[config.mk]
export PLATFORM = sky130hd
export DESIGN_NAME = gpio_port
export DESIGN_NICKNAME = d
export VERILOG_FILES = /design/src/gpio_port_pkg.sv /design/src/pin_sampler.sv /design/src/gpio_port.sv
export VERILOG_INCLUDE_DIRS = /design/src /design/src/src
export SDC_FILE = /design/constraint.sdc
export NUM_CORES = 1
export LEC_CHECK = 0
export ABC_AREA = 1
export BUFFER_PORTS_ARGS = -buffer_cell sky130_fd_sc_hd__buf_2
export CORE_UTILIZATION = 46
export DETAILED_ROUTE_END_ITERATION = 7
export GPL_TIMING_DRIVEN = 0
export PLACE_DENSITY = 0.76
export SLEW_MARGIN = 20
export SYNTH_ARGS = -nofsm -noshare
export SYNTH_HDL_FRONTEND = slang
export SYNTH_SLANG_ARGS = --single-unit
[constraint.sdc]
create_clock -name clock -period 1.2 [get_ports clock]
set_clock_uncertainty 0.15 [all_clocks]
set_input_delay 0.06 -clock clock [delete_from_list [all_inputs] [get_ports clock]]
set_output_delay 0.06 -clock clock [all_outputs]
set_load 0.01 [all_outputs]
[src/gpio_port_regs.svh]
// Register offsets, field positions, reset values and widths of the eight-pin port.
`ifndef GPIO_PORT_REGS_SVH
`define GPIO_PORT_REGS_SVH

// Byte offsets in the device-control memory window.
`define WIN_REVISION_OFFSET   8'h00
`define WIN_DIRECTION_OFFSET  8'h40
`define WIN_LEVEL_OFFSET      8'h42

// Byte offsets of the aliases in configuration space.
`define CFG_DIRECTION_OFFSET  8'hB4
`define CFG_LEVEL_OFFSET      8'hB6

// Register and field geometry.
`define PORT_PIN_COUNT        8
`define REG_DATA_WIDTH        16
`define REG_ADDR_WIDTH        8
`define REG_BE_WIDTH          2
`define SERIAL_CLOCK_PIN      4
`define SERIAL_DATA_PIN       5

// Reset values applied by the fundamental reset, and the value read back from reserved bytes.
`define DIRECTION_RESET       8'h00
`define LEVEL_RESET           8'h00
`define RESERVED_BYTE         8'h00

`endif

[src/gpio_port_pkg.sv]
// Types shared by the port logic and whoever connects to it.
package gpio_port_pkg;

    // One register request, taken in the cycle that valid is high.
    typedef struct packed {
        logic        valid;      // Request present this cycle.
        logic        write;      // One for write, zero for read.
        logic        cfg_space;  // One selects configuration space, zero the memory window.
        logic [7:0]  addr;       // Byte offset, even.
        logic [15:0] wdata;      // Write data.
        logic [1:0]  be;         // Byte enables, bit 0 for the low byte.
    } reg_req_s;

    // Answer to a request, one cycle after it was taken.
    typedef struct packed {
        logic        ack;        // One-cycle pulse.
        logic [15:0] rdata;      // Read data, zero for writes and unmapped offsets.
    } reg_rsp_s;

    // Controls from the serial-bus controller that may own pins 4 and 5.
    typedef struct packed {
        logic enable;            // Secondary function enabled.
        logic clock_out;         // Level for the clock pin.
        logic clock_oe;          // Drive enable for the clock pin.
        logic data_out;          // Level for the data pin.
        logic data_oe;           // Drive enable for the data pin.
    } serial_ctl_s;

endpackage

[src/pin_sampler.sv]
// Three-stage synchroniser that accepts a new level once the last two stages agree.
`timescale 1ns/1ns

module pin_sampler #(
    parameter int WIDTH = 8
) (
    input  wire logic             clock,
    input  wire logic             srst,
    input  wire logic [WIDTH-1:0] async_in,
    output logic      [WIDTH-1:0] level_q
);

    logic [WIDTH-1:0] stage1_q;  // Metastability catcher, read only by stage2.
    logic [WIDTH-1:0] stage2_q;  // Second stage.
    logic [WIDTH-1:0] stage3_q;  // Third stage, compared with the second.

    // Shift the pins in; a bit changes only when stages two and three agree, filtering one-cycle glitches.
    always_ff @(posedge clock) begin
        if (srst) begin
            stage1_q <= '0;
            stage2_q <= '0;
            stage3_q <= '0;
            level_q  <= '0;
        end else begin
            stage1_q <= async_in;
            stage2_q <= stage1_q;
            stage3_q <= stage2_q;
            level_q  <= (stage2_q & stage3_q) | (level_q & (stage2_q ^ stage3_q)) | (level_q & stage2_q & stage3_q);
        end
    end

endmodule

[src/gpio_port.sv]
// Eight-pin general-purpose port with direction, level and revision registers.
`timescale 1ns/1ns
`include "gpio_port_regs.svh"

module gpio_port
    import gpio_port_pkg::*;
#(
    parameter logic [7:0] REVISION = 8'hA5  // Arbitrary value, set per silicon revision.
) (
    input  wire logic                          clock,
    input  wire logic                          srst,
    input  wire logic                          fundamental_reset,
    input  wire reg_req_s                      req,
    output reg_rsp_s                           rsp_q,
    input  wire serial_ctl_s                   serial_ctl,
    input  wire logic [`PORT_PIN_COUNT-1:0]    pin_in,
    output logic      [`PORT_PIN_COUNT-1:0]    pin_out_q,
    output logic      [`PORT_PIN_COUNT-1:0]    pin_oe_q,
    output logic      [`PORT_PIN_COUNT-1:0]    pin_sampled
);

    ////////////////////////////////////////////////////////////////////////////
    // Storage and sampled pins.

    logic [`PORT_PIN_COUNT-1:0] direction_q;  // One bit per pin, one means output.
    logic [`PORT_PIN_COUNT-1:0] level_q;      // Levels written for output pins.
    logic [`PORT_PIN_COUNT-1:0] direction_d;  // Next direction.
    logic [`PORT_PIN_COUNT-1:0] level_d;      // Next stored level.

    // Pins are asynchronous to this clock, so they pass the filtered synchroniser.
    pin_sampler #(
        .WIDTH    (`PORT_PIN_COUNT)
    ) u_sampler (
        .clock    (clock),
        .srst     (srst),
        .async_in (pin_in),
        .level_q  (pin_sampled)
    );

    ////////////////////////////////////////////////////////////////////////////
    // Address decode; both spaces reach the same storage.

    wire taken        = req.valid & ~srst;
    wire hit_revision = ~req.cfg_space & (req.addr == `WIN_REVISION_OFFSET);
    wire hit_dir      = req.cfg_space ? (req.addr == `CFG_DIRECTION_OFFSET)
                                      : (req.addr == `WIN_DIRECTION_OFFSET);
    wire hit_level    = req.cfg_space ? (req.addr == `CFG_LEVEL_OFFSET)
                                      : (req.addr == `WIN_LEVEL_OFFSET);
    wire low_write    = taken & req.write & req.be[0];

    // Mask of pins currently owned by the serial-bus function.
    wire [`PORT_PIN_COUNT-1:0] secondary_mask =
        serial_ctl.enable ? ((8'h01 << `SERIAL_CLOCK_PIN) | (8'h01 << `SERIAL_DATA_PIN)) : 8'h00;

    // Pins whose level register bit is writable and drives the pin.
    wire [`PORT_PIN_COUNT-1:0] gpio_out_mask = direction_q & ~secondary_mask;

    // Only the low byte is stored; the upper byte of both registers is reserved.
    assign direction_d = (low_write & hit_dir) ? req.wdata[7:0] : direction_q;
    // Bits of input or secondary pins keep their old value.
    assign level_d = (low_write & hit_level)
                   ? ((req.wdata[7:0] & gpio_out_mask) | (level_q & ~gpio_out_mask))
                   : level_q;

    // Read view of the level register: stored level on output pins, sampled pin elsewhere.
    wire [`PORT_PIN_COUNT-1:0] level_view =
        (level_q & gpio_out_mask) | (pin_sampled & ~gpio_out_mask);

    wire [15:0] read_mux =
        (req.write)   ? 16'h0000 :
        hit_dir       ? {`RESERVED_BYTE, direction_q} :
        hit_level     ? {`RESERVED_BYTE, level_view} :
        hit_revision  ? {REVISION, `RESERVED_BYTE} :
                        16'h0000;

    ////////////////////////////////////////////////////////////////////////////
    // Storage: survives srst, cleared only by the fundamental reset.

    // Ordinary resets must not disturb pin state, so srst is deliberately absent here.
    always_ff @(posedge clock) begin
        if (fundamental_reset) begin
            direction_q <= `DIRECTION_RESET;
            level_q     <= `LEVEL_RESET;
        end else begin
            direction_q <= direction_d;
            level_q     <= level_d;
        end
    end

    ////////////////////////////////////////////////////////////////////////////
    // Pin drivers, registered so the pads see clean edges.

    // The serial function takes pins 4 and 5 regardless of direction.
    wire [`PORT_PIN_COUNT-1:0] serial_oe =
        ({7'h00, serial_ctl.clock_oe} << `SERIAL_CLOCK_PIN) | ({7'h00, serial_ctl.data_oe} << `SERIAL_DATA_PIN);
    wire [`PORT_PIN_COUNT-1:0] serial_out =
        ({7'h00, serial_ctl.clock_out} << `SERIAL_CLOCK_PIN) | ({7'h00, serial_ctl.data_out} << `SERIAL_DATA_PIN);

    always_ff @(posedge clock) begin
        if (fundamental_reset) begin
            pin_oe_q  <= '0;
            pin_out_q <= '0;
        end else begin
            pin_oe_q  <= gpio_out_mask | (serial_oe & secondary_mask);
            pin_out_q <= (level_q & ~secondary_mask) | (serial_out & secondary_mask);
        end
    end

    // Register answer: one cycle after the request is taken.
    always_ff @(posedge clock) begin
        if (srst) begin
            rsp_q <= '0;
        end else begin
            rsp_q.ack   <= taken;
            rsp_q.rdata <= taken ? read_mux : 16'h0000;
        end
    end

    ////////////////////////////////////////////////////////////////////////////
    // Checks.

    chk_fund_clears_dir: assert property (@(posedge clock)
        fundamental_reset |=> (direction_q == 8'h00) && (level_q == 8'h00) && (pin_oe_q == 8'h00))
        else $error("direction not cleared by fundamental reset");

    chk_srst_keeps: assert property (@(posedge clock) disable iff (fundamental_reset)
        srst |=> (direction_q == $past(direction_q)) && (level_q == $past(level_q)))
        else $error("ordinary reset disturbed port storage");

    chk_upper_zero: assert property (@(posedge clock) disable iff (srst)
        (taken && !req.write && (hit_dir || hit_level)) |=> rsp_q.ack && rsp_q.rdata[15:8] == 8'h00)
        else $error("reserved upper byte read nonzero");

    chk_ignored_writes: assert property (@(posedge clock) disable iff (srst || fundamental_reset)
        ##1 ((($past(level_q) ^ level_q) & ~$past(gpio_out_mask)) == 8'h00))
        else $error("level of input or secondary pin changed");

    chk_output_write: assert property (@(posedge clock) disable iff (srst || fundamental_reset)
        (low_write && hit_level && !serial_ctl.enable && direction_q == 8'hFF)
        |=> level_q == $past(req.wdata[7:0]) ##1 pin_out_q == $past(req.wdata[7:0], 2))
        else $error("written level not driven on output pins");

    chk_dir_alias: assert property (@(posedge clock) disable iff (srst || fundamental_reset)
        (low_write && req.cfg_space && req.addr == `CFG_DIRECTION_OFFSET)
        |=> direction_q == $past(req.wdata[7:0]) ##1 (pin_oe_q & ~secondary_mask) == ($past(direction_q) & ~secondary_mask))
        else $error("configuration alias did not reach direction storage");

    chk_input_read: assert property (@(posedge clock) disable iff (srst || fundamental_reset)
        (taken && !req.write && hit_level && direction_q == 8'h00)
        |=> rsp_q.rdata[7:0] == $past(pin_sampled))
        else $error("input pin read did not return sampled level");

    chk_secondary_own: assert property (@(posedge clock) disable iff (srst || fundamental_reset)
        serial_ctl.enable |=> pin_oe_q[`SERIAL_CLOCK_PIN] == $past(serial_ctl.clock_oe)
                           && pin_oe_q[`SERIAL_DATA_PIN] == $past(serial_ctl.data_oe)
                           && pin_out_q[`SERIAL_CLOCK_PIN] == $past(serial_ctl.clock_out)
                           && pin_out_q[`SERIAL_DATA_PIN] == $past(serial_ctl.data_out))
        else $error("serial function did not own its pins");

    chk_output_readback: assert property (@(posedge clock) disable iff (srst || fundamental_reset)
        (taken && !req.write && hit_level && direction_q == 8'hFF && !serial_ctl.enable)
        |=> rsp_q.rdata[7:0] == $past(level_q))
        else $error("output pin read did not return driven level");

endmodule

==> flow_summary.yaml <==
run_status:
  outcome: "finished with violations"
  violations: "hold timing"
finish:
  area_growth_pct: 36.1
  post-route-util_pct: 65.2
  final-seq-area_um2: 1480
  final_common_cell: "dfxtp_1"
  final_cell_mix: "dfxtp_1 (73), buf_2 (72), nor2_1 (70), nand2_1 (53), inv_1 (50)"
  multiInputGateArea_um2: 1090
  num_antenna_cells: 0
  nets: 536
  stdcell_count: 563
  drive_gt1_share_pct: 24.8
  fillers: 513
synthesis:
  synthFlopType: "dfxtp_1"
  async_flop_share_pct: 0
  synth_edf_count: 0
  synth.cell_area_um2: 2840
  yosysWarnings: 0
  synth_cells: 365
  avgSynthCellArea_um2: 7.77
  synthDistinctLibCells: 23
  synth-seq-cells: 74
  synth-seq-area-share_pct: 52.2
power_and_ir_drop:
  p_leak_uw: 0.00193
  comb_power_share_pct: 7.5
  power_frac_seq_pct: 52.3
  p_int_uw: 3750
  switching_share_pct: 22.0
  pwr_density_cell_nw_per_um2: 1240
  total_power_uw: 4810
  switching_power_uw: 1060
  clkPwrFrac_pct: 40.2
  peakVddDrop_uv: 899
floorplanning:
  io_pins: 86
  core_area_um2: 5920
  initial_utilization_pct: 47.9
  die-area_um2: 6490
  die_y_um: 80.5
  die_x_um: 80.5
  rows: 28
clock_network:
  clk_latency_ps: 350
  post_cts_buffers: 0
  cts_buffers: 9
  cts_buffer_depth: 2
  cts_sinks: 74
  htree_levels: 3
  cts_tree: "done"
  root_buffer: "clkbuf_8"
  clk_pin_slew_ps: 70
routing:
  drc_errors: 0
  drt-total-wl_mm: 6.40
  drtAntennaViolNets: 0
  viasPerCell: 4.58
  wl_met2_mm: 3.12
  num_vias: 2577
  wire_per_inst_um: 11.4
  dr.pass1.iters: 4
  wl_met1_mm: 2.81
  highest_layer: "met4"
  drt_iter0_markers: 119
  dr_wl_met3_um: 374
grt:
  antenna_found_initial: 0
  groute.usage.overall_pct: 20.7
  grt_first_pass_wirelength_mm: 10.0
  overflow: 0
  grt_max_degree: 12
  grt_pass1_vias: 2370
placed_design:
  place_ws_ps: -325
  place_hpwl_mm: 4.20
  post-place-cells: 513
  place.gp.congestion: 0.853
  portBuffers: 70
setup_path:
  worst_setup_path_start_kind: "input pin"
  critical_path_class: "input pin to flip-flop"
  worstPathArrival_ps: 1290
  critical_path.max_fanout: 6
  worst_setup_path_end_kind: "flip-flop"
  required_ps: 1320
timing:
  setup_ws_ps: 32.1
  hold_ws_ps: -142
  fin_crit_sh_pct: 97.3
  fmax_mhz: 856
  finalSetupViolCount: 0
  hold_viol_final: 14
  period_minus_slack_ps: 1170
  drv_slew: 0
  rsz0062_at_grt: "yes"
  tns_ps: 0
flow_run:
  maxCapViolations: 0
min_path:
  hold_class: "input pin to flip-flop"
-- routing by layer --
layer / global-route usage [%] / up-vias
met5: 0 / -
met2: 36.4 / 69
li1: - / 1363
met3: 7.05 / 9
met4: 8.75 / 0
met1: 22.4 / 1136
-- final cells by class --
type	instances	share of cell area, %
clock buffer	14	4.21
buffer	16	2.62
inverter	54	5.25
tap	75	2.43
multi-input combinational	224	28.3
sequential	74	38.4
clock inverter	2	0.907
timing repair buffer	104	17.9
-- synth_stat cells, types with 3 or more instances --
| cell | n | area [µm²] |
|---|---|---|
| clkbuf_1 | 5 | 18.8 |
| inv_2 | 3 | 11.3 |
| buf_4 | 8 | 60.1 |
| nand2_1 | 53 | 199 |
| or2_2 | 7 | 43.8 |
| a21oi_1 | 35 | 175 |
| nand3_2 | 3 | 30.0 |
| nor2_2 | 3 | 18.8 |
| nand3_1 | 17 | 85.1 |
| inv_1 | 51 | 191 |
| ha_1 | 8 | 100 |
| nand4_1 | 3 | 18.8 |
| o21ai_0 | 11 | 55.1 |
| nor2_1 | 73 | 274 |
| dfxtp_1 | 74 | 1480 |
-- logic make-up after synthesis --
group | share of synthesized area (%)
and+or+nand+nor | 25.0
DFF | 52.2
buffers and inverters | 10.7
AOI/OAI and AO/OA | 8.47
adders and majority gates | 3.53
other | 0.132
-- worst max-delay path, cell delays in order --
cell           delay [ps]
clkbuf_2              140
dlygate4sd3_1         650
nor2_1                190
nand3_1               100
a21oi_1               150
-- final timing paths --
| path | from | end | slack, ps | cells past startpoint |
|---|---|---|---|---|
| worst max-delay path | fundamental_reset | flip-flop | 30 | 5 |
| worst min-delay path | serial_ctl[4] | pin_oe_q[4]$_SDFF_PP0_ | -140 | 3 |
| worst max register to register | direction_q[4]$_SDFFE_PP0P_ | rsp_q[4]$_SDFF_PP0_ | 30 | 6 |
| worst min register to register | u_sampler.stage1_q[4]$_SDFF_PP0_ | u_sampler.stage2_q[4]$_SDFF_PP0_ | 250 | 2 |
-- power by group through the flow --
stage | combinational [µW] | clock [µW] | sequential (µW)
floorplan | 148 | 0 | 2570
global placement | 252 | 0 | 2570
detailed placement | 259 | 0 | 2570
CTS | 338 | 1960 | 2510
global route | 396 | 2080 | 2520
finish | 358 | 1930 | 2510
-- timing repair --
action                                  4_1_cts  5_1_grt
hold buffers                                 30        4
hold endpoints to repair                     40       14
pin swaps                                     0        1
endpoints found under the setup margin        1       19
gates resized for setup                       1       13
-- metrics by stage --
step           hold slack, ps  instance area [µm²]
2_1_floorplan            17.0                 2860
3_3_place_gp              110                 3300
3_5_place_dp              118                 3300
4_1_cts                  -159                 3800
5_1_grt                  -156                 3860
6_report                 -142                 3860
Power figures use the tool's default switching activity.
